### config.mk
export PLATFORM = sky130hd
export DESIGN_NAME = acc_ctrl
export DESIGN_NICKNAME = d
export VERILOG_FILES = /design/src/verilog/acc_pkg.sv /design/src/verilog/acc_ctrl.sv /design/src/verilog/acc_subtract.sv
export SDC_FILE = /design/constraint.sdc
export NUM_CORES = 1
export LEC_CHECK = 0
export ABC_AREA = 1
export BUFFER_PORTS_ARGS = -buffer_cell sky130_fd_sc_hd__buf_2
export CAP_MARGIN = 5
export CORE_UTILIZATION = 40
export CTS_CLUSTER_SIZE = 20
export DETAILED_ROUTE_END_ITERATION = 16
export GPL_TIMING_DRIVEN = 0
export PLACE_DENSITY = 0.75
export SLEW_MARGIN = 20
export SYNTH_ARGS = -nofsm -noshare
export SYNTH_HDL_FRONTEND = slang
export SYNTH_SLANG_ARGS = --single-unit
### constraint.sdc
create_clock -name clk -period 3.7 [get_ports clk]
set_input_delay 0.185 -clock clk [delete_from_list [all_inputs] [get_ports clk]]
set_output_delay 0.185 -clock clk [all_outputs]
set_load 0.005 [all_outputs]
### src/verilog/acc_pkg.sv
// Purpose: shared constants and types for the computation control block
// Assumes: byte registers on a plain port, 250 MHz clock
// Notes:   offsets are register indices on the plain port
package acc_pkg;
   localparam logic [15:0] ACC_CTRL_A_OFS   = 16'h1D28;
   localparam logic [15:0] ACC_CTRL_B_OFS   = 16'h1D29;
   localparam logic [7:0]  ACC_CTRL_A_RST   = 8'h00;
   localparam logic [7:0]  ACC_CTRL_B_RST   = 8'h00;
   localparam int          ACC_MODE_LSB     = 0;
   localparam int          ACC_CLR_BIT      = 3;
   localparam int          ACC_SHIFT_LSB    = 4;
   localparam int          ACC_PREVIOUS_SOURCE_SELECT_BIT     = 7;
   localparam int          ACC_TMD_LSB      = 0;
   localparam int          ACC_SOI_BIT      = 3;
   localparam int          ACC_ERROR_SEL_A_LSB     = 4;
   localparam int          ACC_DW           = 16;
   localparam int          ACC_AW           = 18;
   localparam logic [3:0]  ACC_CLR_CYCLES   = 4'h4;

   typedef enum logic [2:0] {
      ACC_MD_BASIC = 3'b000,
      ACC_MD_ACCUM = 3'b001,
      ACC_MD_AVG   = 3'b010,
      ACC_MD_BURST = 3'b011,
      ACC_MD_LPF   = 3'b100
   } acc_mode_e;

   typedef enum logic [2:0] {
      ACC_ERROR_SEL_A_RES_PREV  = 3'b000,
      ACC_ERROR_SEL_A_RES_STPT  = 3'b001,
      ACC_ERROR_SEL_A_RES_FLT   = 3'b010,
      ACC_ERROR_SEL_A_PREV_FLT  = 3'b100,
      ACC_ERROR_SEL_A_FLT_STPT  = 3'b101
   } acc_error_sel_a_e;

   typedef struct packed {
      logic [ACC_DW-1:0] conversion_result;
      logic [ACC_DW-1:0] filtered_value;
      logic [ACC_DW-1:0] setpoint_value;
   } acc_data_s;

   typedef struct packed {
      logic conv_start;
      logic conv_done;
      logic threshold_met;
      logic continuous_enable;
      logic double_sample_enable;
   } acc_evt_s;
endpackage : acc_pkg

### src/verilog/acc_ctrl.sv
// Purpose: computation control of a converter: mode, shift, clear, error select, stop on threshold
// Assumes: one 250 MHz clock, byte registers on a plain port, read data one cycle late
// Notes:   control register a holds mode, clear, shift and source select; b holds error select and stop bit
//
// Contract
// [RULE_01] accumulate/average modes shift accumulator right
// [RULE_02] basic and code seven ignore shift
// [RULE_03] clear command clears accumulator, counter, overflow
// [RULE_04] hardware drops clear bit when done
// [RULE_05] mode field selects five modes
// [RULE_06] software sets repeat count two^shift
// [RULE_07] software avoids shift codes zero, seven
// [RULE_08] single-sample error select table
// [RULE_09] double-sample codes one, two subtract previous
// [RULE_10] double-sample, select clear: error every second
// [RULE_11] continuous, stop bit set: clear go on threshold
// [RULE_12] continuous, stop bit clear: never clear go
// [RULE_13] not continuous: stop bit ignored
// [RULE_14] conversion start copies filtered or result to previous
// [RULE_15] reserved codes give no computation
//
// The plain strobed port was chosen for this implementation.
`timescale 1ns/1ps
`default_nettype none
module acc_ctrl
   import acc_pkg::*;
(
   // clock and reset
   input  wire logic              clk,
   input  wire logic              nrst,
   // register port
   input  wire logic [15:0]       reg_addr,
   input  wire logic [7:0]        reg_wdata,
   input  wire logic              reg_wr,
   input  wire logic              reg_rd,
   output logic      [7:0]        reg_rdata_q,
   // converter data and events
   input  wire acc_data_s         data_in,
   input  wire acc_evt_s          evt_in,
   input  wire logic [ACC_AW-1:0] accum_raw,
   // computation outputs
   output logic      [ACC_AW-1:0] accumulator_value_q,
   output logic      [ACC_DW-1:0] previous_result_q,
   output logic      [ACC_DW:0]   error_value_q,
   output logic                   error_valid_q,
   output logic                   accum_clear_q,
   output logic                   go_clear_q,
   output logic                   retrigger_q,
   output logic      [2:0]        operating_mode_q
);
   // ----------------------------------------------------------------
   // registers
   // ----------------------------------------------------------------
   logic [7:0]            ctrl_a_q;
   logic [7:0]            ctrl_b_q;
   logic [3:0]            clr_cnt_q;
   logic                  pair_q;
   logic [2:0]            mode;
   logic [2:0]            shift_select;
   logic [2:0]            error_sel_a;
   logic                  previous_source_select;
   logic                  stop_on_irq;
   logic                  wr_a;
   logic                  wr_b;
   logic                  clr_start;
   logic                  mode_defined;
   logic                  error_sel_a_defined;
   logic                  error_sel_a_en;
   logic                  second_sample;
   logic [ACC_DW-1:0]     op_a;
   logic [ACC_DW-1:0]     op_b;
   logic [ACC_DW-1:0]     op_c;
   logic [ACC_DW:0]       diff;
   logic                  error_sel_a_pend_q;

   assign mode                   = ctrl_a_q[ACC_MODE_LSB +: 3];
   assign shift_select           = ctrl_a_q[ACC_SHIFT_LSB +: 3];
   assign previous_source_select = ctrl_a_q[ACC_PREVIOUS_SOURCE_SELECT_BIT];
   assign error_sel_a            = ctrl_b_q[ACC_ERROR_SEL_A_LSB +: 3];
   assign stop_on_irq            = ctrl_b_q[ACC_SOI_BIT];
   assign wr_a                   = reg_wr && (reg_addr == ACC_CTRL_A_OFS);
   assign wr_b                   = reg_wr && (reg_addr == ACC_CTRL_B_OFS);
   assign clr_start              = wr_a && reg_wdata[ACC_CLR_BIT];

   // ----------------------------------------------------------------
   // control register a, clear bit self-clears when clearing ends
   // ----------------------------------------------------------------
   always_ff @(posedge clk or negedge nrst) begin
      if (!nrst) begin
         ctrl_a_q <= ACC_CTRL_A_RST;
      end else if (wr_a) begin
         ctrl_a_q <= reg_wdata;
      end else if (ctrl_a_q[ACC_CLR_BIT] && clr_cnt_q == 4'h1) begin
         ctrl_a_q[ACC_CLR_BIT] <= 1'b0; // [RULE_04]
      end
   end

   always_ff @(posedge clk or negedge nrst) begin
      if (!nrst) begin
         clr_cnt_q <= 4'h0;
      end else if (clr_start) begin
         clr_cnt_q <= ACC_CLR_CYCLES;
      end else if (clr_cnt_q != 4'h0) begin
         clr_cnt_q <= clr_cnt_q - 4'h1;
      end
   end

   always_ff @(posedge clk or negedge nrst) begin
      if (!nrst) begin
         accum_clear_q <= 1'b0;
      end else begin
         accum_clear_q <= clr_start || (clr_cnt_q > 4'h1); // [RULE_03]
      end
   end

   // ----------------------------------------------------------------
   // control register b; bit 7 is unused and reads zero
   // ----------------------------------------------------------------
   always_ff @(posedge clk or negedge nrst) begin
      if (!nrst) begin
         ctrl_b_q <= ACC_CTRL_B_RST;
      end else if (wr_b) begin
         ctrl_b_q <= {1'b0, reg_wdata[6:0]};
      end
   end

   // ----------------------------------------------------------------
   // read port
   // ----------------------------------------------------------------
   always_ff @(posedge clk or negedge nrst) begin
      if (!nrst) begin
         reg_rdata_q <= 8'h00;
      end else if (reg_rd) begin
         case (reg_addr)
            ACC_CTRL_A_OFS: begin
               reg_rdata_q <= ctrl_a_q;
            end
            ACC_CTRL_B_OFS: begin
               reg_rdata_q <= ctrl_b_q;
            end
            default: begin
               reg_rdata_q <= 8'h00;
            end
         endcase
      end else begin
         reg_rdata_q <= 8'h00;
      end
   end

   // ----------------------------------------------------------------
   // mode decode and accumulator shift
   // ----------------------------------------------------------------
   always_comb begin
      case (mode)
         ACC_MD_BASIC, ACC_MD_ACCUM, ACC_MD_AVG, ACC_MD_BURST, ACC_MD_LPF: begin
            mode_defined = 1'b1; // [RULE_05]
         end
         default: begin
            mode_defined = 1'b0; // [RULE_15]
         end
      endcase
   end

   always_ff @(posedge clk or negedge nrst) begin
      if (!nrst) begin
         operating_mode_q <= 3'h0;
      end else begin
         operating_mode_q <= mode_defined ? mode : 3'h0; // [RULE_15]
      end
   end

   always_ff @(posedge clk or negedge nrst) begin
      if (!nrst) begin
         accumulator_value_q <= '0;
      end else if (accum_clear_q) begin
         accumulator_value_q <= '0; // [RULE_03]
      end else begin
         case (mode)
            ACC_MD_ACCUM, ACC_MD_AVG, ACC_MD_BURST: begin
               accumulator_value_q <= accum_raw >> shift_select; // [RULE_01]
            end
            default: begin
               accumulator_value_q <= accum_raw; // [RULE_02]
            end
         endcase
      end
   end

   // ----------------------------------------------------------------
   // previous result capture and sample pairing
   // ----------------------------------------------------------------
   always_ff @(posedge clk or negedge nrst) begin
      if (!nrst) begin
         previous_result_q <= '0;
      end else if (evt_in.conv_start) begin
         previous_result_q <= previous_source_select ? data_in.filtered_value
                                                     : data_in.conversion_result; // [RULE_14]
      end
   end

   always_ff @(posedge clk or negedge nrst) begin
      if (!nrst) begin
         pair_q <= 1'b0;
      end else if (!evt_in.double_sample_enable || accum_clear_q) begin
         pair_q <= 1'b0;
      end else if (evt_in.conv_done) begin
         pair_q <= ~pair_q;
      end
   end

   assign second_sample = !evt_in.double_sample_enable || previous_source_select || pair_q; // [RULE_10]

   // ----------------------------------------------------------------
   // error operand select
   // ----------------------------------------------------------------
   always_comb begin
      op_a         = data_in.conversion_result;
      op_b         = previous_result_q;
      op_c         = '0;
      error_sel_a_defined = 1'b1;
      case (error_sel_a)
         ACC_ERROR_SEL_A_RES_PREV: begin
            op_b = previous_result_q; // [RULE_08]
         end
         ACC_ERROR_SEL_A_RES_STPT: begin
            op_b = evt_in.double_sample_enable ? previous_result_q : data_in.setpoint_value; // [RULE_09]
            op_c = evt_in.double_sample_enable ? data_in.setpoint_value : '0;
         end
         ACC_ERROR_SEL_A_RES_FLT: begin
            op_b = evt_in.double_sample_enable ? previous_result_q : data_in.filtered_value; // [RULE_09]
            op_c = evt_in.double_sample_enable ? data_in.filtered_value : '0;
         end
         ACC_ERROR_SEL_A_PREV_FLT: begin
            op_a = previous_result_q; // [RULE_08]
            op_b = data_in.filtered_value;
         end
         ACC_ERROR_SEL_A_FLT_STPT: begin
            op_a = data_in.filtered_value; // [RULE_08]
            op_b = data_in.setpoint_value;
         end
         default: begin
            error_sel_a_defined = 1'b0; // [RULE_15]
         end
      endcase
   end

   assign error_sel_a_en = evt_in.conv_done && second_sample && error_sel_a_defined;

   acc_subtract u_sub (
      .clk    (clk),
      .nrst   (nrst),
      .en     (error_sel_a_en),
      .a      (op_a),
      .b      (op_b),
      .c      (op_c),
      .diff_q (diff)
   );

   always_ff @(posedge clk or negedge nrst) begin
      if (!nrst) begin
         error_sel_a_pend_q <= 1'b0;
      end else begin
         error_sel_a_pend_q <= error_sel_a_en;
      end
   end

   always_ff @(posedge clk or negedge nrst) begin
      if (!nrst) begin
         error_value_q <= '0;
         error_valid_q <= 1'b0;
      end else begin
         error_valid_q <= error_sel_a_pend_q;
         if (error_sel_a_pend_q) begin
            error_value_q <= diff;
         end
      end
   end

   // ----------------------------------------------------------------
   // continuous conversion: stop on threshold or retrigger
   // ----------------------------------------------------------------
   always_ff @(posedge clk or negedge nrst) begin
      if (!nrst) begin
         go_clear_q  <= 1'b0;
         retrigger_q <= 1'b0;
      end else begin
         go_clear_q  <= evt_in.continuous_enable && stop_on_irq && evt_in.threshold_met
                        && evt_in.conv_done; // [RULE_11] [RULE_12] [RULE_13]
         retrigger_q <= evt_in.continuous_enable && evt_in.conv_done
                        && !(stop_on_irq && evt_in.threshold_met); // [RULE_11] [RULE_12]
      end
   end

   // ----------------------------------------------------------------
   // checks
   // ----------------------------------------------------------------
   AST_CLR_SELF: assert property (@(posedge clk) disable iff (!nrst) // [RULE_04]
      clr_start |=> ##4 !ctrl_a_q[ACC_CLR_BIT] || wr_a || $past(wr_a))
      else $error("clear bit not released by hardware");
   AST_CLR_ACC: assert property (@(posedge clk) disable iff (!nrst) // [RULE_03]
      clr_start |=> ##1 accumulator_value_q == '0)
      else $error("accumulator not cleared");
   AST_SHIFT: assert property (@(posedge clk) disable iff (!nrst) // [RULE_01]
      (!accum_clear_q && (mode == ACC_MD_AVG)) |=> accumulator_value_q == ($past(accum_raw) >> $past(shift_select)))
      else $error("accumulator shift wrong");
   AST_NOSHIFT: assert property (@(posedge clk) disable iff (!nrst) // [RULE_02]
      (!accum_clear_q && (mode == ACC_MD_BASIC)) |=> accumulator_value_q == $past(accum_raw))
      else $error("shift applied in basic mode");
   AST_PREV: assert property (@(posedge clk) disable iff (!nrst) // [RULE_14]
      (evt_in.conv_start && !previous_source_select) |=> previous_result_q == $past(data_in.conversion_result))
      else $error("previous result not captured");
   AST_GO_CLR: assert property (@(posedge clk) disable iff (!nrst) // [RULE_11]
      (evt_in.continuous_enable && stop_on_irq && evt_in.threshold_met && evt_in.conv_done) |=> go_clear_q && !retrigger_q)
      else $error("go not cleared on threshold");
   AST_NO_GO_CLR: assert property (@(posedge clk) disable iff (!nrst) // [RULE_12]
      $past(!stop_on_irq || !evt_in.continuous_enable) |-> !go_clear_q)
      else $error("go cleared without stop bit");
   AST_PAIR: assert property (@(posedge clk) disable iff (!nrst) // [RULE_10]
      (evt_in.double_sample_enable && !previous_source_select && !pair_q) |=> ##1 !error_valid_q)
      else $error("error computed after first sample");
   AST_RSVD: assert property (@(posedge clk) disable iff (!nrst) // [RULE_15]
      (error_sel_a == 3'b011) |=> !error_sel_a_pend_q)
      else $error("reserved error code computed");
   AST_MODE_OUT: assert property (@(posedge clk) disable iff (!nrst) // [RULE_05]
      mode_defined |=> operating_mode_q == $past(mode))
      else $error("mode output does not follow mode field");
   AST_MODE_RSVD: assert property (@(posedge clk) disable iff (!nrst) // [RULE_15]
      (mode inside {3'b101, 3'b110, 3'b111}) |=> operating_mode_q == 3'h0)
      else $error("reserved mode shown as a mode");
   AST_CLR_HOLD: assert property (@(posedge clk) disable iff (!nrst) // [RULE_03]
      (clr_cnt_q > 4'h1) |=> accum_clear_q)
      else $error("clear dropped while clearing");
   AST_CLR_BIT_HC: assert property (@(posedge clk) disable iff (!nrst) // [RULE_04]
      (ctrl_a_q[ACC_CLR_BIT] && clr_cnt_q == 4'h1 && !wr_a) |=> !ctrl_a_q[ACC_CLR_BIT])
      else $error("clear bit kept after clearing ended");
   AST_RETRIG: assert property (@(posedge clk) disable iff (!nrst) // [RULE_12]
      (evt_in.conv_done && evt_in.continuous_enable && !stop_on_irq) |=> retrigger_q && !go_clear_q)
      else $error("no retrigger with stop bit clear");
   AST_NO_CONTINUOUS_ENABLE: assert property (@(posedge clk) disable iff (!nrst) // [RULE_13]
      !evt_in.continuous_enable |=> !go_clear_q && !retrigger_q)
      else $error("go action without continuous mode");
   AST_ERR_EVERY: assert property (@(posedge clk) disable iff (!nrst) // [RULE_10]
      (evt_in.conv_done && evt_in.double_sample_enable && previous_source_select && error_sel_a_defined) |=> ##1 error_valid_q)
      else $error("error not computed on every sample");
   AST_PREV_FLT: assert property (@(posedge clk) disable iff (!nrst) // [RULE_14]
      (evt_in.conv_start && previous_source_select) |=> previous_result_q == $past(data_in.filtered_value))
      else $error("filtered value not captured as previous");
endmodule : acc_ctrl
`default_nettype wire

### src/verilog/acc_subtract.sv
// Purpose: registered signed difference of three operands, a - b - c
// Assumes: inputs synchronous to clk
// Notes:   result valid one cycle after en
`timescale 1ns/1ps
`default_nettype none
module acc_subtract
   import acc_pkg::*;
(
   // clock and reset
   input  wire logic              clk,
   input  wire logic              nrst,
   // operands
   input  wire logic              en,
   input  wire logic [ACC_DW-1:0] a,
   input  wire logic [ACC_DW-1:0] b,
   input  wire logic [ACC_DW-1:0] c,
   // result
   output logic      [ACC_DW:0]   diff_q
);
   always_ff @(posedge clk or negedge nrst) begin
      if (!nrst) begin
         diff_q <= '0;
      end else if (en) begin
         diff_q <= {1'b0, a} - {1'b0, b} - {1'b0, c};
      end
   end
endmodule : acc_subtract
`default_nettype wire

==> Implementation_results.wiki <==
{| class="wikitable"
! Metric !! Value
|-
| Data required, critical path || between 3000 and 4000 ps
|-
| Syn Inst Count || ~860
|-
| Iteration-0 DRC count of the detailed router || 553
|-
| Via count || 6711
|-
| Fraction of final layout cells with drive strength greater than 1 || 0.241
|-
| Overall global routing resource usage || 0.228
|-
| Number of detailed-routing iterations run before antenna repair || 12
|-
| Number of global-route vias before repair || between 6000 and 7000
|-
| Vias/cell || about 5.3
|-
| Number of nets with antenna violations after detailed routing || 0
|-
| Maximum number of pins on one net before global-route repair || 56
|-
| Hold crit path type || in -> reg
|-
| Wire length reported by the detailed router || about 19000 um
|-
| Latest clock arrival within the worst-skew pair || ~370 ps
|-
| Sort of element at the end of the critical path || flip-flop
|-
| Kind of launch point of the worst setup path || flip-flop
|-
| Peak clock frequency supported by timing || 0.285 GHz
|-
| Fraction of post-synthesis cell area in the top cell type by area || 0.388
|-
| Final core utilization || 0.500
|-
| Detailed-route wire length per cell || 15.2 um
|-
| Remaining Overflow, GRT || 0
|-
| Number of levels in the clock H-tree || 3
|-
| Number of flops mapped to enable cells by yosys || 0
|-
| Total of warnings raised by yosys || 0
|-
| Clk buf depth || 2
|-
| Area Overhead vs Synth || 22.5%
|-
| Final TNS setup || 0 ps
|-
| Leakage power summed over all cells || 4.30 nW
|-
| Top-level I/O count || approximately 170
|-
| Sequential-to-total area share from yosys stat || 0.388
|-
| Worst-path fanout max || 10
|-
| Layout Cells excl Fill || between 1000 and 1500
|-
| Critical path start-end classification || reg -> reg
|-
| Final Skew || about 13 ps
|-
| Die extent in y || approximately 130 um
|-
| Clock transition at the registers of the reported paths || 80 ps
|-
| Final critical-path required period || approximately 3500 ps
|-
| Count of input and output buffers || 162
|-
| Rows || 47
|-
| Clock sink count || 104
|-
| Pins over their slew limit || 0
|-
| Final Setup Violations || 0
|-
| Net total in the final layout || between 1000 and 1500
|-
| Starting Density || 0.408
|-
| Run status || complete, but fails checks
|-
| DRC errors left || 2
|-
| Core Region || between 15000 and 20000 um2
|-
| Placed Area || ~7800 um2
|-
| CTS root buffer || sky130_fd_sc_hd__clkbuf_16
|-
| Die area || about 17000 um2
|-
| Actual transition at the worst max-transition pin || between 500 and 600 ps
|-
| Dpl hpwl || 15000 um
|-
| Cell types occupying the most area after synthesis || sky130_fd_sc_hd__dfrtp_1 39%, sky130_fd_sc_hd__nand2_1 9.7%, sky130_fd_sc_hd__inv_1 6.3%
|-
| Peak supply drop || 0.235 mV
|-
| CTS tree || yes
|-
| Netlist area before placement || about 6700 um2
|-
| Violations in the final reports || DRC
|-
| Number of buffers created by CTS || 9
|-
| Mean post-synth cell area || roughly 7.8 um2
|-
| Max capacitance violation total || 0
|-
| Post-synth top area cell || sky130_fd_sc_hd__dfrtp_1
|-
| Most used DFF post-synth || sky130_fd_sc_hd__dfrtp_1
|-
| Async SR Flop Fraction || 1.00
|-
| Power per standard cell area || about 440 nW/um2
|-
| Total of flip-flops plus latches after synthesis || about 100
|-
| Mapped Nets || 997
|-
| Final period util || 0.949
|-
| Routability-driven placement congestion ratio || 0.936
|-
| Relative slew slack || 0.642
|-
| Final Cell Area || between 8000 and 9000 um2
|-
| Hold Fails Final Rpt || 0
|-
| Filler Cells Inserted || approximately 1700
|-
| Antenna violations before repair || 1
|-
| Count of unique library cells instantiated by Yosys || 46
|-
| Wire length of the first global-routing pass || around 32000 um
|-
| Placed instance count || around 1200
|-
| Data arrival time of the critical path || between 3000 and 4000 ps
|-
| Overall die width || 132 um
|}
[worst max-delay path, stage by stage (launching register included)]
cell and delay [ps]:
sky130_fd_sc_hd__dfrtp_2 470, sky130_fd_sc_hd__inv_2 120, sky130_fd_sc_hd__nor2_4 50, sky130_fd_sc_hd__nand2_1 120, sky130_fd_sc_hd__nor2_4 80, sky130_fd_sc_hd__inv_2 70, sky130_fd_sc_hd__nand3_2 160, sky130_fd_sc_hd__buf_4 230
sky130_fd_sc_hd__nand2_1 60, sky130_fd_sc_hd__o221ai_1 140, sky130_fd_sc_hd__fa_1 570, sky130_fd_sc_hd__inv_1 50, sky130_fd_sc_hd__ha_2 330, sky130_fd_sc_hd__a21oi_2 170, sky130_fd_sc_hd__nor2_1 70, sky130_fd_sc_hd__o21ai_1 120
sky130_fd_sc_hd__nand4_1 180, sky130_fd_sc_hd__or2_2 330, sky130_fd_sc_hd__nand3_1 70, sky130_fd_sc_hd__nand2_1 40
[logic make-up (layout without fill, tap and decap cells)]
logic type | count (synthesis) | after routing | synth area share
xor gates and xnor gates | 4 | 4 | 0.00522
adders and majority gates | 35 | 35 | 0.0831
other | 0 | 1 | 0
buffers and inverters | 164 | 345 | 0.0963
and+or+nand+nor | 347 | 347 | 0.220
DFF | 104 | 104 | 0.388
AOI/OAI and AO/OA | 190 | 190 | 0.177
muxes | 19 | 19 | 0.0307
[placed cells by master (no fill, tap or decap), types with 4 or more instances in the layout]
master and n:
sky130_fd_sc_hd__a22oi_1 5, sky130_fd_sc_hd__inv_1 113, sky130_fd_sc_hd__o21ai_1 12, sky130_fd_sc_hd__nand3_1 53
sky130_fd_sc_hd__inv_2 12, sky130_fd_sc_hd__nor3_1 8, sky130_fd_sc_hd__mux2i_1 6, sky130_fd_sc_hd__o21ai_0 41
sky130_fd_sc_hd__a21oi_1 37, sky130_fd_sc_hd__o22ai_1 21, sky130_fd_sc_hd__nand2_1 174, sky130_fd_sc_hd__o211ai_1 22
sky130_fd_sc_hd__buf_4 5, sky130_fd_sc_hd__a31oi_1 14, sky130_fd_sc_hd__fa_1 16, sky130_fd_sc_hd__clkbuf_16 9
sky130_fd_sc_hd__nand2_2 8, sky130_fd_sc_hd__a221oi_1 12, sky130_fd_sc_hd__nor2_1 80, sky130_fd_sc_hd__mux2_2 13
sky130_fd_sc_hd__o221ai_1 11, sky130_fd_sc_hd__dfrtp_1 101, sky130_fd_sc_hd__ha_1 18, sky130_fd_sc_hd__inv_6 4
sky130_fd_sc_hd__nand4_1 8, sky130_fd_sc_hd__buf_2 171, sky130_fd_sc_hd__clkbuf_1 17
[Yosys cell counts (3+ instances only)]
| cell | n |
|---|---|
| sky130_fd_sc_hd__a21oi_1 | 38 |
| sky130_fd_sc_hd__o221ai_1 | 11 |
| sky130_fd_sc_hd__fa_1 | 16 |
| sky130_fd_sc_hd__o211ai_1 | 22 |
| sky130_fd_sc_hd__o21ai_0 | 41 |
| sky130_fd_sc_hd__ha_1 | 19 |
| sky130_fd_sc_hd__nand2_2 | 8 |
| sky130_fd_sc_hd__buf_4 | 4 |
| sky130_fd_sc_hd__mux2i_1 | 6 |
| sky130_fd_sc_hd__a22oi_1 | 5 |
| sky130_fd_sc_hd__inv_2 | 12 |
| sky130_fd_sc_hd__o22ai_1 | 21 |
| sky130_fd_sc_hd__clkbuf_1 | 19 |
| sky130_fd_sc_hd__dfrtp_1 | 104 |
| sky130_fd_sc_hd__nand3_1 | 53 |
| sky130_fd_sc_hd__inv_1 | 113 |
| sky130_fd_sc_hd__nor2_2 | 3 |
| sky130_fd_sc_hd__mux2_2 | 13 |
| sky130_fd_sc_hd__o21ai_1 | 13 |
| sky130_fd_sc_hd__nor2_1 | 82 |
| sky130_fd_sc_hd__buf_2 | 11 |
| sky130_fd_sc_hd__nand3_2 | 3 |
| sky130_fd_sc_hd__nor3_1 | 8 |
| sky130_fd_sc_hd__nand2_1 | 174 |
| sky130_fd_sc_hd__nand4_1 | 8 |
| sky130_fd_sc_hd__a221oi_1 | 14 |
| sky130_fd_sc_hd__a31oi_1 | 14 |
[registers in the layout (all words and copies together), names as in the netlist, 3 cells and up]
register / flops
u_sub.diff_q: 17
clr_cnt_q: 4
accumulator_value_q: 18
error_value_q: 17
ctrl_b_q: 7
previous_result_q: 16
operating_mode_q: 3
reg_rdata_q: 8
ctrl_a_q: 8
[metal layers]
metal | share of wire | global-route usage
met1 | 0.46 | 0.325
met2 | 0.45 | 0.343
met3 | 0.066 | 0.0471
met4 | 0.023 | 0.0782
met5 | 0 | 0
[report_power, final]
part | switching [mW] | internal, mW
Sequential | 0.122 | 1.36
Combinational | 0.599 | 0.468
Clock | 0.499 | 0.546
Total | 1.22 | 2.38
[stage by stage]
step | power [mW] | hold WS [ps] | setup slack [ps]
floorplan | 2.14 | -111 | 535
global placement | 2.53 | 377 | 1.26
detailed placement | 2.56 | 176 | -15.8
CTS | 3.61 | 50.0 | 34.6
global route | 3.83 | 63.8 | -9.09
finish | 3.60 | 61.2 | 187
[area by class of cell]
type | count | area [um2] | area share
Clock buffer | 9 | 225 | 0.0274
Multi-Input combinational cell | 595 | 3510 | 0.426
Inverter | 128 | 483 | 0.0587
Tap cell | 220 | 275 | 0.0335
Sequential cell | 104 | 2610 | 0.317
Clock inverter | 7 | 92.6 | 0.0113
Buffer | 36 | 169 | 0.0205
Antenna cell | 1 | 2.50 | 0.000304
Timing Repair Buffer | 165 | 865 | 0.105
[worst paths after layout]
path / from / endpoint / slack (ps) / cells past startpoint
worst max register to register: ctrl_b_q[4] / u_sub.diff_q[10] / 190 / 19
worst max-delay path: ctrl_b_q[4] / u_sub.diff_q[10] / 190 / 19
min in group asynchronous: nrst / error_sel_a_pend_q / 340 / 2
worst min-delay path: evt_in[0] / pair_q / 60 / 3
worst min register to register: error_sel_a_pend_q / error_valid_q / 440 / 0
max in group asynchronous: nrst / ctrl_b_q[6] / 2710 / 3
[repair_timing]
action / 4_1_cts / 5_1_grt
hold buffers: 2 / 0
endpoints found under the hold margin: 55 / 0
setup endpoints to repair: 1 / 8
resized for setup: 1 / 17
setup buffers: 0 / 0
Power figures use the tool's default switching activity.
